File: src/core/timer_consts.svh
// Purpose: named offsets, field positions, reset values and misc values for the timer core
// Assumes: included by bare name from every design file that needs it
// Notes: byte addresses on a 32-bit Avalon-MM slave, one aligned word each
`ifndef TIMER_CONSTS_SVH
`define TIMER_CONSTS_SVH

// ==========================================================
// register byte addresses
`define ADDR_COUNT_LOW 6'h00
`define ADDR_COUNT_HIGH 6'h04
`define ADDR_TIMER_CTRL 6'h08
`define ADDR_GATE_CTRL 6'h0c
`define ADDR_IRQ_STATUS 6'h10
`define ADDR_IRQ_MASK 6'h14

// ==========================================================
// timer_control_reg fields
`define TC_ON_BIT 0
`define TC_ASYNC_BIT 1
`define TC_OSC_EN_BIT 3
`define TC_PRESCALE_LSB 4
`define TC_SOURCE_LSB 6
`define TC_RESET 8'h00

// ==========================================================
// gate_control_reg fields
`define GC_VALUE_BIT 2
`define GC_POL_BIT 6
`define GC_EN_BIT 7
`define GC_RESET 8'h00

// ==========================================================
// interrupt bits and misc values
`define IRQ_OVF_BIT 0
`define IRQ_RESET 1'h0
`define COUNT_RESET 16'h0000
`define COUNT_MAX 16'hffff
`define PHASE_LAST 2'h3
`define BUS_ZERO 32'h0000_0000

`endif

File: src/core/timer_pkg.sv
// Purpose: shared types of the timer core
// Assumes: nothing beyond the language
// Notes: clock source codes follow the two-bit source field
package timer_pkg;

   // ==========================================================
   // count clock source field
   typedef enum logic [1:0]
   {
      src_instr = 2'b00,   // instruction clock, core clock over four
      src_sys = 2'b01,     // system clock
      src_ext = 2'b10,     // pin or crystal, picked by oscillator enable
      src_cap = 2'b11      // capacitive sensing oscillator
   } clk_source_t;

endpackage

File: src/core/edge_sync.sv
// Purpose: optional two-stage synchroniser with rising and falling edge detect
// Assumes: core_clk is the only clock; input may be treated as raw in bypass mode
// Notes: bypass shortens the path by two stages, so a mode switch can drop or add one edge
`timescale 1ns/10ps
module edge_sync
(
   input wire logic core_clk,   // core clock
   input wire logic reset,      // synchronous reset, high
   input wire logic sig_in,     // raw selected external clock
   input wire logic bypass,     // high skips the synchroniser
   output logic rise,           // one-cycle rising edge
   output logic fall            // one-cycle falling edge
);
   logic meta_q;   // first stage, read only by sync_q
   logic sync_q;   // second stage
   logic last_q;   // previous sampled level
   logic level;    // level fed to the edge detector

   // ==========================================================
   // two-flop synchroniser
   always_ff @(posedge core_clk)
   begin
      if (reset)
      begin
         meta_q <= 1'b0;
         sync_q <= 1'b0;
      end
      else
      begin
         meta_q <= sig_in;
         sync_q <= meta_q;
      end
   end

   // bypass taps the raw pin, the synchronised path takes the second stage
   assign level = bypass ? sig_in : sync_q;

   // ==========================================================
   // edge detector on the chosen level
   always_ff @(posedge core_clk)
   begin
      if (reset)
         last_q <= 1'b0;
      else
         last_q <= level;
   end

   assign rise = level & ~last_q;
   assign fall = ~level & last_q;

endmodule

File: src/core/prescaler.sv
// Purpose: divide a tick stream by 1, 2, 4 or 8
// Assumes: tick_in is a one-cycle pulse on core_clk
// Notes: counter is hidden from software; clear resets the phase
`timescale 1ns/10ps
module prescaler
#(
   parameter int WIDTH = 3   // bits of the divide counter, 3 at least for divide by 8
)
(
   input wire logic core_clk,           // core clock
   input wire logic reset,              // synchronous reset, high
   input wire logic clear,              // restart the divide phase
   input wire logic tick_in,            // undivided tick
   input wire logic [1:0] select,       // 0..3 gives divide by 1,2,4,8
   output logic tick_out                // divided tick, one cycle
);
   logic [WIDTH-1:0] cnt_q;   // divide counter
   logic [WIDTH-1:0] mask;    // terminal pattern for select

   // all ones in the low select bits marks the last tick of a period
   assign mask = WIDTH'((1 << select) - 1);
   assign tick_out = tick_in && ((cnt_q & mask) == mask);

   // ==========================================================
   // divide counter
   always_ff @(posedge core_clk)
   begin
      if (reset || clear)
         cnt_q <= '0;
      else if (tick_out)
         cnt_q <= '0;
      else if (tick_in)
         cnt_q <= cnt_q + WIDTH'(1);
   end

endmodule

File: src/core/timer_core.sv
// Purpose: 16-bit gated timer/counter with prescaler, crystal enable and Avalon-MM registers
// Assumes: core_clk is the system clock; all pins are synchronous to it
// Notes: async mode samples the raw pin with no synchroniser
`timescale 1ns/10ps
`include "timer_consts.svh"
module timer_core
   import timer_pkg::*;
#(
   parameter int COUNT_W = 16,   // counter width
   parameter int PRE_W = 3       // prescale counter width
)
(
   input wire logic core_clk,                  // system clock, 20 MHz
   input wire logic reset,                     // synchronous reset, high
   input wire logic [5:0] avs_address,         // byte address
   input wire logic avs_read,                  // read request
   input wire logic avs_write,                 // write request
   input wire logic [31:0] avs_writedata,      // write data
   input wire logic [3:0] avs_byteenable,      // byte enables
   output logic [31:0] avs_readdata,           // read data
   output logic avs_waitrequest,               // high stalls the master
   input wire logic external_count_pin,        // external clock pin
   input wire logic cap_osc_clk,               // capacitive sensing oscillator
   input wire logic crystal_input_pin,         // crystal amplifier input
   output logic crystal_output_pin,            // crystal amplifier output
   output logic crystal_osc_on,                // oscillator enable to the pad cell
   input wire logic gate_input,                // count gate
   input wire logic sleep_mode,                // processor is asleep
   output logic irq                            // level interrupt
);
   // ==========================================================
   // register state
   logic [COUNT_W-1:0] count_q;    // the counter
   logic [7:0] tctrl_q;            // timer_control_reg
   logic [7:0] gctrl_q;            // gate_control_reg writable bits
   logic ovf_flag_q;               // sticky overflow_flag
   logic ovf_mask_q;               // mask for overflow_flag
   logic armed_q;                  // falling edge seen since last disarm
   logic [1:0] phase_q;            // instruction cycle phase
   logic gate_val_q;               // gate level after polarity
   logic [31:0] rdata_q;           // read data register
   logic wait_q;                   // waitrequest register
   logic irq_q;                    // interrupt register
   logic xtal_out_q;               // crystal amplifier output
   logic [31:0] rdata_d;           // next read data

   // ==========================================================
   // decoded control fields
   logic timer_on_bit;
   logic async_mode_bit;
   logic crystal_osc_enable;
   logic [1:0] prescale_select_field;
   clk_source_t clock_source_field;
   logic gate_enable_bit;
   logic gate_polarity_bit;

   assign timer_on_bit = tctrl_q[`TC_ON_BIT];
   assign async_mode_bit = tctrl_q[`TC_ASYNC_BIT];
   assign crystal_osc_enable = tctrl_q[`TC_OSC_EN_BIT];
   assign prescale_select_field = tctrl_q[`TC_PRESCALE_LSB +: 2];
   assign clock_source_field = clk_source_t'(tctrl_q[`TC_SOURCE_LSB +: 2]);
   assign gate_enable_bit = gctrl_q[`GC_EN_BIT];
   assign gate_polarity_bit = gctrl_q[`GC_POL_BIT];

   // ==========================================================
   // bus strobes: a write lands at the edge where waitrequest is low
   logic wr_go;        // write takes effect this edge
   logic wr_low;       // count_low_byte write
   logic wr_high;      // count_high_byte write
   logic count_wr;     // either count byte written
   assign wr_go = avs_write && !wait_q && avs_byteenable[0];
   assign wr_low = wr_go && (avs_address == `ADDR_COUNT_LOW);
   assign wr_high = wr_go && (avs_address == `ADDR_COUNT_HIGH);
   assign count_wr = wr_low || wr_high;

   // ==========================================================
   // clock source selection
   logic ext_sel;      // an external source is chosen
   logic ext_level;    // selected external clock level
   logic ext_rise;     // detected rising edge
   logic ext_fall;     // detected falling edge
   assign ext_sel = (clock_source_field == src_ext) || (clock_source_field == src_cap);

   // pin, crystal or capacitive oscillator
   always_comb
   begin
      unique case (clock_source_field)
         src_cap: ext_level = cap_osc_clk;
         src_ext: ext_level = crystal_osc_enable ? crystal_input_pin : external_count_pin;
         src_instr: ext_level = 1'b0;   // internal sources use no edge
         src_sys: ext_level = 1'b0;
      endcase
   end

   // synchronised or raw edges
   // the two paths differ by two cycles, so a mode switch may drop or add one edge
   edge_sync u_edge
   (
      .core_clk(core_clk),
      .reset(reset),
      .sig_in(ext_level),
      .bypass(async_mode_bit),
      .rise(ext_rise),
      .fall(ext_fall)
   );

   // ==========================================================
   // instruction cycle phase, four core clocks per cycle
   always_ff @(posedge core_clk)
   begin
      if (reset)
         phase_q <= 2'h0;
      else
         phase_q <= phase_q + 2'h1;
   end

   // ==========================================================
   // arming for counter mode: a fall must precede the first rise
   // disarm while off covers both plain disable and high-at-disable cases
   always_ff @(posedge core_clk)
   begin
      if (reset)
         armed_q <= 1'b0;
      else if (count_wr || !timer_on_bit)
         armed_q <= 1'b0;
      else if (ext_fall)
         armed_q <= 1'b1;
   end

   // ==========================================================
   // raw tick before the prescaler
   logic raw_tick;     // undivided count clock
   logic sleep_ok;     // this source may run in sleep
   always_comb
   begin
      unique case (clock_source_field)
         src_instr: raw_tick = (phase_q == `PHASE_LAST);
         src_sys: raw_tick = 1'b1;
         src_ext: raw_tick = ext_rise && armed_q;
         src_cap: raw_tick = ext_rise && armed_q;
      endcase
   end

   // only async external counting survives sleep
   assign sleep_ok = !sleep_mode || (ext_sel && async_mode_bit);

   // ==========================================================
   // enable: on bit, gate enable, gated level and sleep_ok
   logic run;          // count enable
   logic gate_level;   // gate after polarity
   assign gate_level = gate_polarity_bit ? gate_input : !gate_input;
   assign run = timer_on_bit && (!gate_enable_bit || gate_level) && sleep_ok;

   logic pre_tick;     // prescaled tick
   logic inc;          // increment this cycle
   // divide by 1/2/4/8, cleared on count writes
   prescaler #(.WIDTH(PRE_W)) u_pre
   (
      .core_clk(core_clk),
      .reset(reset),
      .clear(count_wr),
      .tick_in(raw_tick && run),
      .select(prescale_select_field),
      .tick_out(pre_tick)
   );
   assign inc = pre_tick && !count_wr;

   // ==========================================================
   // the counter; a byte write beats an increment
   always_ff @(posedge core_clk)
   begin
      if (reset)
         count_q <= `COUNT_RESET;
      else if (wr_low)
         count_q[7:0] <= avs_writedata[7:0];
      else if (wr_high)
         count_q[15:8] <= avs_writedata[7:0];
      else if (inc)
         count_q <= count_q + COUNT_W'(1);
   end

   // ==========================================================
   // gate value status, visible even with gating off
   always_ff @(posedge core_clk)
   begin
      if (reset)
         gate_val_q <= 1'b0;
      else
         gate_val_q <= gate_level;
   end

   // ==========================================================
   // control registers
   always_ff @(posedge core_clk)
   begin
      if (reset)
      begin
         tctrl_q <= `TC_RESET;
         gctrl_q <= `GC_RESET;
         ovf_mask_q <= `IRQ_RESET;
      end
      else if (wr_go)
      begin
         if (avs_address == `ADDR_TIMER_CTRL)
            tctrl_q <= avs_writedata[7:0];
         if (avs_address == `ADDR_GATE_CTRL)
            gctrl_q <= avs_writedata[7:0];
         if (avs_address == `ADDR_IRQ_MASK)
            ovf_mask_q <= avs_writedata[`IRQ_OVF_BIT];
      end
   end

   // ==========================================================
   // overflow flag: set beats a write-one clear
   logic ovf_event;    // rollover this cycle
   assign ovf_event = inc && (count_q == `COUNT_MAX);
   always_ff @(posedge core_clk)
   begin
      if (reset)
         ovf_flag_q <= `IRQ_RESET;
      else if (ovf_event)
         ovf_flag_q <= 1'b1;
      else if (wr_go && (avs_address == `ADDR_IRQ_STATUS) && avs_writedata[`IRQ_OVF_BIT])
         ovf_flag_q <= 1'b0;
   end

   // level interrupt, also the wake from sleep
   always_ff @(posedge core_clk)
   begin
      if (reset)
         irq_q <= 1'b0;
      else
         irq_q <= ovf_flag_q && ovf_mask_q;
   end

   // ==========================================================
   // crystal amplifier: inverting stage, only while enabled
   always_ff @(posedge core_clk)
   begin
      if (reset)
         xtal_out_q <= 1'b0;
      else
         xtal_out_q <= crystal_osc_enable && !crystal_input_pin;
   end

   // ==========================================================
   // read mux; counter lives in this domain so a byte read is never torn
   always_comb
   begin
      rdata_d = `BUS_ZERO;
      unique case (avs_address)
         `ADDR_COUNT_LOW: rdata_d[7:0] = count_q[7:0];
         `ADDR_COUNT_HIGH: rdata_d[7:0] = count_q[15:8];
         `ADDR_TIMER_CTRL: rdata_d[7:0] = tctrl_q;
         `ADDR_GATE_CTRL:
         begin
            rdata_d[7:0] = gctrl_q;
            rdata_d[`GC_VALUE_BIT] = gate_val_q;
         end
         `ADDR_IRQ_STATUS: rdata_d[`IRQ_OVF_BIT] = ovf_flag_q;
         `ADDR_IRQ_MASK: rdata_d[`IRQ_OVF_BIT] = ovf_mask_q;
         default: rdata_d = `BUS_ZERO;             // unmapped reads zero
      endcase
   end

   // ==========================================================
   // bus handshake: one wait cycle, then waitrequest low for one edge
   always_ff @(posedge core_clk)
   begin
      if (reset)
      begin
         wait_q <= 1'b1;
         rdata_q <= `BUS_ZERO;
      end
      else if ((avs_read || avs_write) && wait_q)
      begin
         wait_q <= 1'b0;
         rdata_q <= rdata_d;
      end
      else
         wait_q <= 1'b1;
   end

   // ==========================================================
   // outputs, all from flip-flops
   assign avs_readdata = rdata_q;
   assign avs_waitrequest = wait_q;
   assign irq = irq_q;
   assign crystal_output_pin = xtal_out_q;
   assign crystal_osc_on = tctrl_q[`TC_OSC_EN_BIT];

endmodule

File: config.mk
export PLATFORM = sky130hd
export DESIGN_NAME = timer_core
export DESIGN_NICKNAME = d
export VERILOG_FILES = /design/src/core/timer_pkg.sv /design/src/core/edge_sync.sv /design/src/core/prescaler.sv /design/src/core/timer_core.sv
export VERILOG_INCLUDE_DIRS = /design/src /design/src/core
export SDC_FILE = /design/constraint.sdc
export NUM_CORES = 1
export LEC_CHECK = 0
export BUFFER_PORTS_ARGS = -buffer_cell sky130_fd_sc_hd__buf_2
export CORE_ASPECT_RATIO = 0.5
export CORE_MARGIN = 5
export CORE_UTILIZATION = 25
export CTS_CLUSTER_SIZE = 28
export DETAILED_ROUTE_END_ITERATION = 10
export GPL_ROUTABILITY_DRIVEN = 0
export GPL_TIMING_DRIVEN = 0
export PLACE_DENSITY = 0.42
export SLEW_MARGIN = 40
export SYNTH_ARGS = -nofsm -noshare
export SYNTH_HDL_FRONTEND = slang
export SYNTH_SLANG_ARGS = --single-unit
File: constraint.sdc
create_clock -name core_clk -period 2.05 [get_ports core_clk]
set_input_delay 0.205 -clock core_clk [delete_from_list [all_inputs] [get_ports core_clk]]
set_output_delay 0.205 -clock core_clk [all_outputs]
set_load 0.05 [all_outputs]
## Word-level counts from Yosys, hierarchy flattened

Index checks and enable logic that the tools add are counted.

| word-level totals | value |
|---|---|
| flip-flop bits (word level) | 55 |
| bits of input ports | 51 |
| output and inout bits | 36 |

| operators by class | value |
|---|---|
| bitwise operators | 6 |
| shift-type cells | 1 |
| add/sub/neg operators | 4 |
| equality and inequality tests | 12 |
| mux-type cells | 14 |
| reductions and logical operators | 45 |

Operator list:

| kind | number |
|---|---|
| 7-bit case mux with 4 select lines | 1 |
| 8-bit 2-to-1 mux | 3 |
| 1-bit logical AND | 17 |
| 16-bit by 1-bit adder with 16-bit output, second input constant | 1 |
| 16-bit equality test, second input constant | 1 |
| 16-bit 2-to-1 mux | 1 |
| 6-bit by 4-bit equality test with 1-bit output, second input constant | 2 |
| 6-bit by 5-bit equality test with 1-bit output, second input constant | 2 |
| 2-bit AND reduction | 5 |
| 2-bit OR reduction | 4 |
| 1-bit logical NOT | 7 |
| 1-bit logical OR | 7 |
| 2-bit equality test, second input constant | 3 |
| 6-bit by 3-bit equality test with 1-bit output, second input constant | 1 |
| 6-bit logical NOT | 1 |
| 1-bit 2-to-1 mux | 6 |
| 1-bit case mux with 3 select lines | 2 |
| 1-bit case mux with 6 select lines | 1 |
| 2-bit nonzero test | 3 |
| 3-bit by 1-bit adder with 3-bit output, second input constant | 1 |
| 3-bit bitwise AND | 1 |
| 3-bit equality test | 1 |
| 1-bit inverter | 3 |
| 1-bit by 2-bit left shift with 3-bit output, first input constant | 1 |
| other kinds (6) | 7 |

## Depth between registers and ports, before layout

Gate-level depths: netlist of the first run.

| logic depth | value |
|---|---|
| depth in word-level cells | 13 |
| gate-level depth with buffers | 9 |
| gate-level depth less buffers | 7 |

## Modules after synthesis

A second synthesis of the first run with hierarchy kept.

| second synthesis, totals | value |
|---|---|
| cells, all modules | 359 |
| area, all modules | 3096.7 sq um |

By module, submodules not included:

| module | area each (sq um) | cells an instance | sequential area each (sq um) | instances |
|---|---|---|---|---|
| timer_core | 2806.4 | 333 | 960.9 | 1 |
| prescaler | 193.9 | 17 | 60.1 | 1 |
| edge_sync | 96.3 | 9 | 60.1 | 1 |

## Least setup slack after synthesis of the first run

OpenSTA, ideal clock, no wires.

| path | value |
|---|---|
| path type | flip-flop to flip-flop |
| start | register tctrl_q[3] |
| end | register count_q[3] |
| library setup time | 74 ps |
| arrival | 2087 ps |
| stages on the path, launching flop included | 7 |
| setup slack | -111 ps |
| required time | 1976 ps |
| clock period less this slack | 2161 ps |
| path through | dfxtp_1 -> mux2i_1 -> o311a_1 -> o21ai_4 -> nand2_2 -> or3_1 -> a31oi_1 |

| between the ends | value |
|---|---|
| longest elaborated chain between the ends | 11 |

RTL lines:

| what | line | RTL |
|---|---|---|
| start, declared | timer_core.sv:34 | `logic [7:0] tctrl_q;` |
| start signal, assigned | timer_core.sv:198 | `` tctrl_q <= `TC_RESET; `` |
| start signal, assigned | timer_core.sv:205 | `tctrl_q <= avs_writedata[7:0];` |
| 1-bit 2-to-1 mux | timer_core.sv:89 | `src_ext: ext_level = crystal_osc_enable ? crystal_input_pin : external_count_pin;` |
| 1-bit case mux with 3 select lines | timer_core.sv:87 | `unique case (clock_source_field)` |
| 1-bit 2-to-1 mux | edge_sync.sv:36 | `assign level = bypass ? sig_in : sync_q;` |
| 1-bit bitwise AND | edge_sync.sv:48 | `assign rise = level & ~last_q;` |
| 1-bit logical AND | timer_core.sv:139, timer_core.sv:140 |  |
| 1-bit case mux with 3 select lines | timer_core.sv:136 | `unique case (clock_source_field)` |
| 1-bit logical AND | timer_core.sv:162 | `.tick_in(raw_tick && run),` |
| 1-bit logical AND | prescaler.sv:22 | `assign tick_out = tick_in && ((cnt_q & mask) == mask);` |
| 1-bit logical AND | timer_core.sv:166 | `assign inc = pre_tick && !count_wr;` |
| 2-bit nonzero test (no line) | n/a |  |
| 2-bit AND reduction (no line) | n/a |  |
| end signal, assigned | timer_core.sv:173 | `` count_q <= `COUNT_RESET; `` |
| end signal, assigned | timer_core.sv:175 | `count_q[7:0] <= avs_writedata[7:0];` |
| end signal, assigned | timer_core.sv:179 | `count_q <= count_q + COUNT_W'(1);` |
| end, declared | timer_core.sv:33 | `logic [COUNT_W-1:0] count_q;` |

No other way between the ends.
A chain may end at the register's enable or synchronous reset.

## Worst setup path in the final report of the first run

| path | value |
|---|---|
| start | register tctrl_q[3] |
| end | register count_q[8] |

The elaborated chain is that of the path after synthesis.

==> flow_metrics.py, run 1 <==
metrics = {
    "status": {
        "outcome": "complete, no violations",
    },
    "route": {
        "vias": 2848,
        "wire_per_inst_um": 16.8,
        "post-route-drc-count": 0,
        "antenna_left": 0,
        "wirelength_um": 10100,
        "via_per_inst": 4.75,
        "drtIter0Drc": 185,
        "first_pass_iters": 4,
    },
    "synth": {
        "yosysWarnings": 0,
        "synth_cell_type_count": 61,
        "syn-cell-area_um2": 2940,
        "yosys_most_used_dff": "dfxtp_1",
        "syn_inst": 360,
        "async_flop_share_pct": 0,
        "synth-seq-cells": 54,
        "syn_area_per_cell_um2": 8.17,
        "yosysSeqAreaShare_pct": 36.7,
        "synth-edff-count": 0,
    },
    "timing": {
        "tightest_slew_ns": 0.669,
        "finalClockSkew_ns": 0.0146,
        "setup_violations": 0,
        "relSlewSlack_pct": 55.4,
        "hold_viol": 0,
        "max_clock_freq_ghz": 0.511,
        "fin_setup_tns_ns": 0,
        "period_share_pct": 95.5,
        "finalCriticalPeriod_ns": 1.96,
        "slew_violations": 0,
    },
    "floorplan": {
        "start_util_pct": 25.2,
        "die_area_um2": 14200,
        "boundaryPins": 87,
        "core_area_um2": 11700,
        "die_w_um": 163,
        "std_cell_rows": 28,
        "die_height_um": 86.7,
    },
    "cells_and_area": {
        "nets": 487,
        "finish.instance_area_um2": 3740,
        "final_common_cell": "dfxtp_1",
        "drive_above_1_share_pct": 24.9,
        "areaGrowthSynthToFinish_pct": 27.3,
        "layout_common_cells": "49 x dfxtp_1, 43 x a21oi_1, 38 x buf_4, 37 x buf_2, 35 x nand2_1",
        "antenna_cells": 0,
    },
    "power_and_ir_drop": {
        "pwr-share-comb_pct": 12.3,
        "powerDensity_nw_per_um2": 623,
        "switchingPower_w": 0.000624,
        "seqPwrFrac_pct": 45.4,
        "power.leakage_nw": 1.50,
        "switching_share_pct": 26.7,
        "p_int_w": 0.00171,
        "ir_drop_mv": 0.409,
        "clockPowerShare_pct": 42.3,
    },
    "global_route": {
        "groute.usage.overall_pct": 14.0,
        "grt_pass1_vias": 2531,
        "grt_remaining_overflow": 0,
        "grt_pass1_wl_um": 15300,
        "grt_max_degree": 16,
        "grt_antenna_before_repair": 0,
    },
    "cts": {
        "hold_buffers": 0,
        "clockBufferDepth": 2,
        "path_clk_slew_ns": 0.08,
        "cts_tree": "built",
        "cts.sinks": 54,
        "cts.htree.levels": 2,
        "root_buffer": "clkbuf_16",
        "insertion_delay_ns": 0.30,
        "cts-buffers-inserted": 5,
    },
    "worst_setup_path": {
        "critical_path.top_delay_family": "compound AO/OA/AOI/OAI gates",
        "crit_chain": "mux2i_2 -> o311a_4 -> o211ai_1 -> o211ai_4 -> o21ba_1 -> a211oi_1",
        "crit_buf_inv": 0,
        "worst_setup_path_end_kind": "register",
        "cpPeakStageDelay_ns": 0.40,
        "r2r-start": "tctrl_q[3]$_SDFFE_PP0P_",
        "arrival_ns": 2.17,
        "startpoint_type": "register",
        "r2r_slack_ns": 0.09,
        "crit_slowest_cell": "o211ai_1",
        "worstPathMaxFanout": 4,
        "crit_required_ns": 2.26,
        "r2r-end": "count_q[8]$_SDFFE_PP0P_",
        "path_class": "reg -> reg",
        "r2r_cells": 6,
    },
    "place": {
        "post_dp_cell_area_um2": 3400,
        "io_buffer_count": 33,
        "hpwl_um": 7580,
    },
    "hold_path": {
        "holdCritPathClass": "in -> reg",
        "min_to": "crystal_output_pin$_SDFF_PP0_",
        "whs_path_depth": 2,
        "min_from": "crystal_input_pin",
    },
    "run": {
        "max_cap_viol_count": 0,
    },
}
[synth_stat cells, types with 4 or more instances]
master | count | share of area (%)
a21oi_1 | 43 | 7.3
o211ai_1 | 5 | 1.3
clkbuf_1 | 12 | 1.5
a211oi_1 | 4 | 1.0
o21ai_1 | 7 | 1.2
inv_1 | 12 | 1.5
nand2_1 | 36 | 4.6
mux2i_1 | 4 | 1.4
a22oi_1 | 17 | 4.3
buf_2 | 5 | 0.85
nand3_1 | 26 | 4.4
nor2_1 | 24 | 3.1
buf_4 | 26 | 6.6
and3_1 | 7 | 1.5
nor2b_1 | 4 | 0.85
xor2_1 | 4 | 1.2
o21ai_0 | 5 | 0.85
dfxtp_1 | 54 | 37
[routing by layer]
metal | routed length, um | track usage (%) | vias to the layer above
met5 | 0 | 0 | -
met4 | 53 | 2.51 | 0
met3 | 645 | 2.47 | 5
met2 | 4160 | 20.5 | 97
met1 | 5220 | 21.6 | 1347
li1 | - | - | 1399
[logic make-up (layout without fill, tap and decap cells)]
logic type | count (synthesis) | in the layout | share of synthesized area, %
and+or+nand+nor | 128 | 128 | 22.7
AOI/OAI and AO/OA | 107 | 107 | 24.6
other | 1 | 24 | 0.127
DFF | 54 | 54 | 36.7
adders and majority gates | 3 | 3 | 1.28
buffers and inverters | 57 | 108 | 10.8
muxes | 5 | 5 | 2.25
xor gates and xnor gates | 5 | 5 | 1.49
[sequential cells by signal, indices dropped and copies added (netlist names), 2 cells and up]
signal	count
u_pre.cnt_q	3
avs_readdata	8
gctrl_q	7
phase_q	2
tctrl_q	8
count_q	16
[metrics by stage]
step / setup slack (ns) / hold WS, ns / std cells / util [%] / power (W)
6_report: 0.0921 / 0.0799 / 599 / 32.1 / 0.00233
5_1_grt: -0.00414 / 0.0862 / 599 / 32.1 / 0.00241
4_1_cts: 0.00502 / 0.0706 / 590 / 30.9 / 0.00234
3_5_place_dp: -0.254 / 0.389 / 581 / 29.2 / 0.00136
3_3_place_gp: -0.280 / 0.384 / 581 / 29.2 / 0.00136
2_1_floorplan: 0.0576 / 0.281 / 383 / - / 0.00129
[how the worst max path moves through the flow]
stage	startpoint	to	cells after the start
CTS	avs_waitrequest$_SDFF_PP1_	count_q[8]$_SDFFE_PP0P_	6
detailed placement	avs_waitrequest$_SDFF_PP1_	count_q[4]$_SDFFE_PP0P_	6
global route	gctrl_q[6]$_SDFFE_PP0P_	count_q[4]$_SDFFE_PP0P_	8
finish	tctrl_q[3]$_SDFFE_PP0P_	count_q[8]$_SDFFE_PP0P_	6
floorplan	avs_waitrequest$_SDFF_PP1_	count_q[8]$_SDFFE_PP0P_	7
global placement	avs_waitrequest$_SDFF_PP1_	count_q[8]$_SDFFE_PP0P_	7
[final cells by class]
| cell class | count | area (um^2) |
|---|---|---|
| plain buffers | 43 | 269 |
| clock buffers | 7 | 133 |
| clock inverters | 1 | 30.0 |
| fillers | 1236 | 7920 |
| inverters | 12 | 45.0 |
| multi-input cells | 272 | 1700 |
| flip-flops and latches | 54 | 1090 |
| well taps | 165 | 206 |
| repair buffers | 45 | 268 |
[power by group through the flow]
stage          logic [W]  registers (W)  clock network, W
6_report        0.000287        0.00106          0.000988
5_1_grt         0.000304        0.00106           0.00105
4_1_cts         0.000278        0.00106           0.00100
3_5_place_dp    0.000275        0.00109                 0
3_3_place_gp    0.000276        0.00109                 0
2_1_floorplan   0.000191        0.00109                 0
[what timing repair did]
item | in CTS | in global routing
setup endpoints to repair | 29 | 31
pin swaps | 5 | 6
resized for setup | 7 | 13
buffers inserted | 2 | 10
(Power assumes the default switching activity.)
==> inputs of run 2 (changes only) <==
--- a/config.mk
+++ b/config.mk
@@ -8,12 +8,13 @@
 export LEC_CHECK = 0
 export BUFFER_PORTS_ARGS = -buffer_cell sky130_fd_sc_hd__buf_2
 export CORE_ASPECT_RATIO = 0.5
-export CORE_MARGIN = 5
+export CORE_MARGIN = 3
 export CORE_UTILIZATION = 25
 export CTS_CLUSTER_SIZE = 28
 export DETAILED_ROUTE_END_ITERATION = 10
 export GPL_ROUTABILITY_DRIVEN = 0
 export GPL_TIMING_DRIVEN = 0
+export HOLD_SLACK_MARGIN = 0.08
 export PLACE_DENSITY = 0.42
 export SLEW_MARGIN = 40
 export SYNTH_ARGS = -nofsm -noshare
==> flow_metrics.py, run 2 (synthesis results as in run 1) <==
metrics = {
    "status": {
        "outcome": "complete, no violations",
    },
    "cts": {
        "cts-buffers-inserted": 5,
        "clockBufferDepth": 2,
        "cts_tree": "built",
        "path_clk_slew_ns": 0.07,
        "root_buffer": "clkbuf_16",
        "cts.htree.levels": 2,
        "cts.sinks": 54,
        "insertion_delay_ns": 0.30,
    },
    "worst_setup_path": {
        "crit_slowest_cell": "dfxtp_2",
        "path_common_cell": "buf_4",
        "crit_required_ns": 2.22,
        "crit_chain": "xor2_2 -> a221oi_4 -> and3_1 -> buf_4 -> o211ai_4 -> buf_4 -> mux2i_1 -> o21ai_1",
        "arrival_ns": 2.16,
        "worst_setup_path_end_kind": "register",
        "startpoint_type": "register",
        "path_class": "reg -> reg",
        "worstPathMaxFanout": 7,
        "cpPeakStageDelay_ns": 0.36,
    },
    "floorplan": {
        "core_area_um2": 11200,
        "boundaryPins": 87,
        "std_cell_rows": 27,
        "die_area_um2": 13200,
        "die_w_um": 159,
        "start_util_pct": 26.2,
        "die_height_um": 82.7,
    },
    "cells_and_area": {
        "final_common_cell": "dfxtp_1",
        "layoutNonFillerInstCount": 590,
        "finish.instance_area_um2": 3710,
        "antenna_cells": 0,
        "areaGrowthSynthToFinish_pct": 26.1,
        "drive_above_1_share_pct": 25.5,
        "nets": 485,
        "max_flop_register": "count_q",
        "layout_common_cells": "48 x dfxtp_1, 43 x a21oi_1, 37 x buf_2, 35 x nand2_1, 34 x buf_4",
        "finish.utilization_pct": 33.0,
        "largest_reg_flops": 16,
    },
    "power_and_ir_drop": {
        "powerDensity_nw_per_um2": 589,
        "power.leakage_nw": 1.45,
        "ir_drop_mv": 0.234,
    },
    "timing": {
        "relSlewSlack_pct": 61.2,
        "period_share_pct": 97.3,
        "slew_violations": 0,
        "setup_violations": 0,
        "fin_setup_tns_ns": 0,
        "finalClockSkew_ns": 0.00595,
        "max_clock_freq_ghz": 0.501,
        "tightest_slew_ns": 0.582,
        "finalCriticalPeriod_ns": 1.99,
        "hold_viol": 0,
    },
    "route": {
        "antenna_left": 0,
        "drtIter0Drc": 254,
        "wirelength_um": 9910,
        "wire_per_inst_um": 16.8,
        "via_per_inst": 4.78,
        "first_pass_iters": 5,
        "vias": 2823,
        "post-route-drc-count": 0,
    },
    "place": {
        "hpwl_um": 7460,
        "dp.cells": 575,
        "io_buffer_count": 33,
        "post_dp_cell_area_um2": 3390,
    },
    "global_route": {
        "grt_antenna_before_repair": 0,
        "grt_pass1_vias": 2570,
        "grt_remaining_overflow": 0,
        "groute.usage.overall_pct": 15.3,
        "grt_pass1_wl_um": 15300,
        "grt_max_degree": 16,
    },
    "hold_path": {
        "holdCritPathClass": "in -> reg",
    },
    "run": {
        "max_cap_viol_count": 0,
    },
}
-- run 2: changes by cell type in the layout (fill, tap and decap cells not counted), sizes merged --
| cell | delta |
|---|---|
| clkinv | +2 |
| dlygate4sd3 | +1 |
| clkbuf | -1 |
| buf | -4 |
| bufinv | -1 |
-- run 2: final cells by class --
cell class                      instances  area (um^2)
Buffer                                 43          269
Clock buffer                            5          125
Clock inverter                          2         10.0
Fill cell                            1190         7540
Inverter                               12         45.0
Multi-Input combinational cell        272         1720
Sequential cell                        54         1090
Tap cell                              159          199
Timing Repair Buffer                   43          255
-- run 2: worst paths after layout --
| path | start | endpoint | slack, ns | cells after the start |
|---|---|---|---|---|
| setup / recovery | gctrl_q[6]$_SDFFE_PP0P_ | count_q[13]$_SDFFE_PP0P_ | 0.06 | 8 |
| hold / removal | avs_writedata[2] | count_q[2]$_SDFFE_PP0P_ | 0.20 | 3 |
| setup reg to reg | gctrl_q[6]$_SDFFE_PP0P_ | count_q[13]$_SDFFE_PP0P_ | 0.06 | 8 |
| hold reg to reg | phase_q[0]$_SDFF_PP0_ | phase_q[0]$_SDFF_PP0_ | 0.43 | 1 |
-- run 2: through the flow --
step           power (W)  hold WS, ns  setup WS, ns
2_1_floorplan    0.00129        0.281        0.0576
5_1_grt          0.00226        0.216      -0.00508
3_5_place_dp     0.00136        0.388        -0.282
3_3_place_gp     0.00136        0.384        -0.286
4_1_cts          0.00220        0.204       0.00471
6_report         0.00219        0.205        0.0560
-- run 2: where the power goes --
part / internal [W] / switching [W]
Clock: 0.000443 / 0.000394
Combinational: 0.0000798 / 0.000210
Sequential: 0.00106 / 0.00000462
-- run 2: repair_timing --
item,4_1_cts,5_1_grt
buffers inserted,3,6
resized for setup,7,16
endpoints found under the hold margin,1,0
pin swaps,4,9
hold buffers,1,0
endpoints found under the setup margin,27,25
-- run 2: critical path: cells and delay by family, from the launching register on --
kind	cells	cell delay [ns]
compound gates	3	0.53
xor+xnor	1	0.25
buf+inv	2	0.35
flops	1	0.36
mux	1	0.17
simple gates	1	0.20
-- run 2: routing by layer --
metal	track usage [%]	share of wire, %	vias to the layer above
li1	-	-	1398
met3	2.84	6.7	7
met1	23.1	53	1324
met2	22.6	40	94
met5	0	0	-
met4	2.62	0.63	0
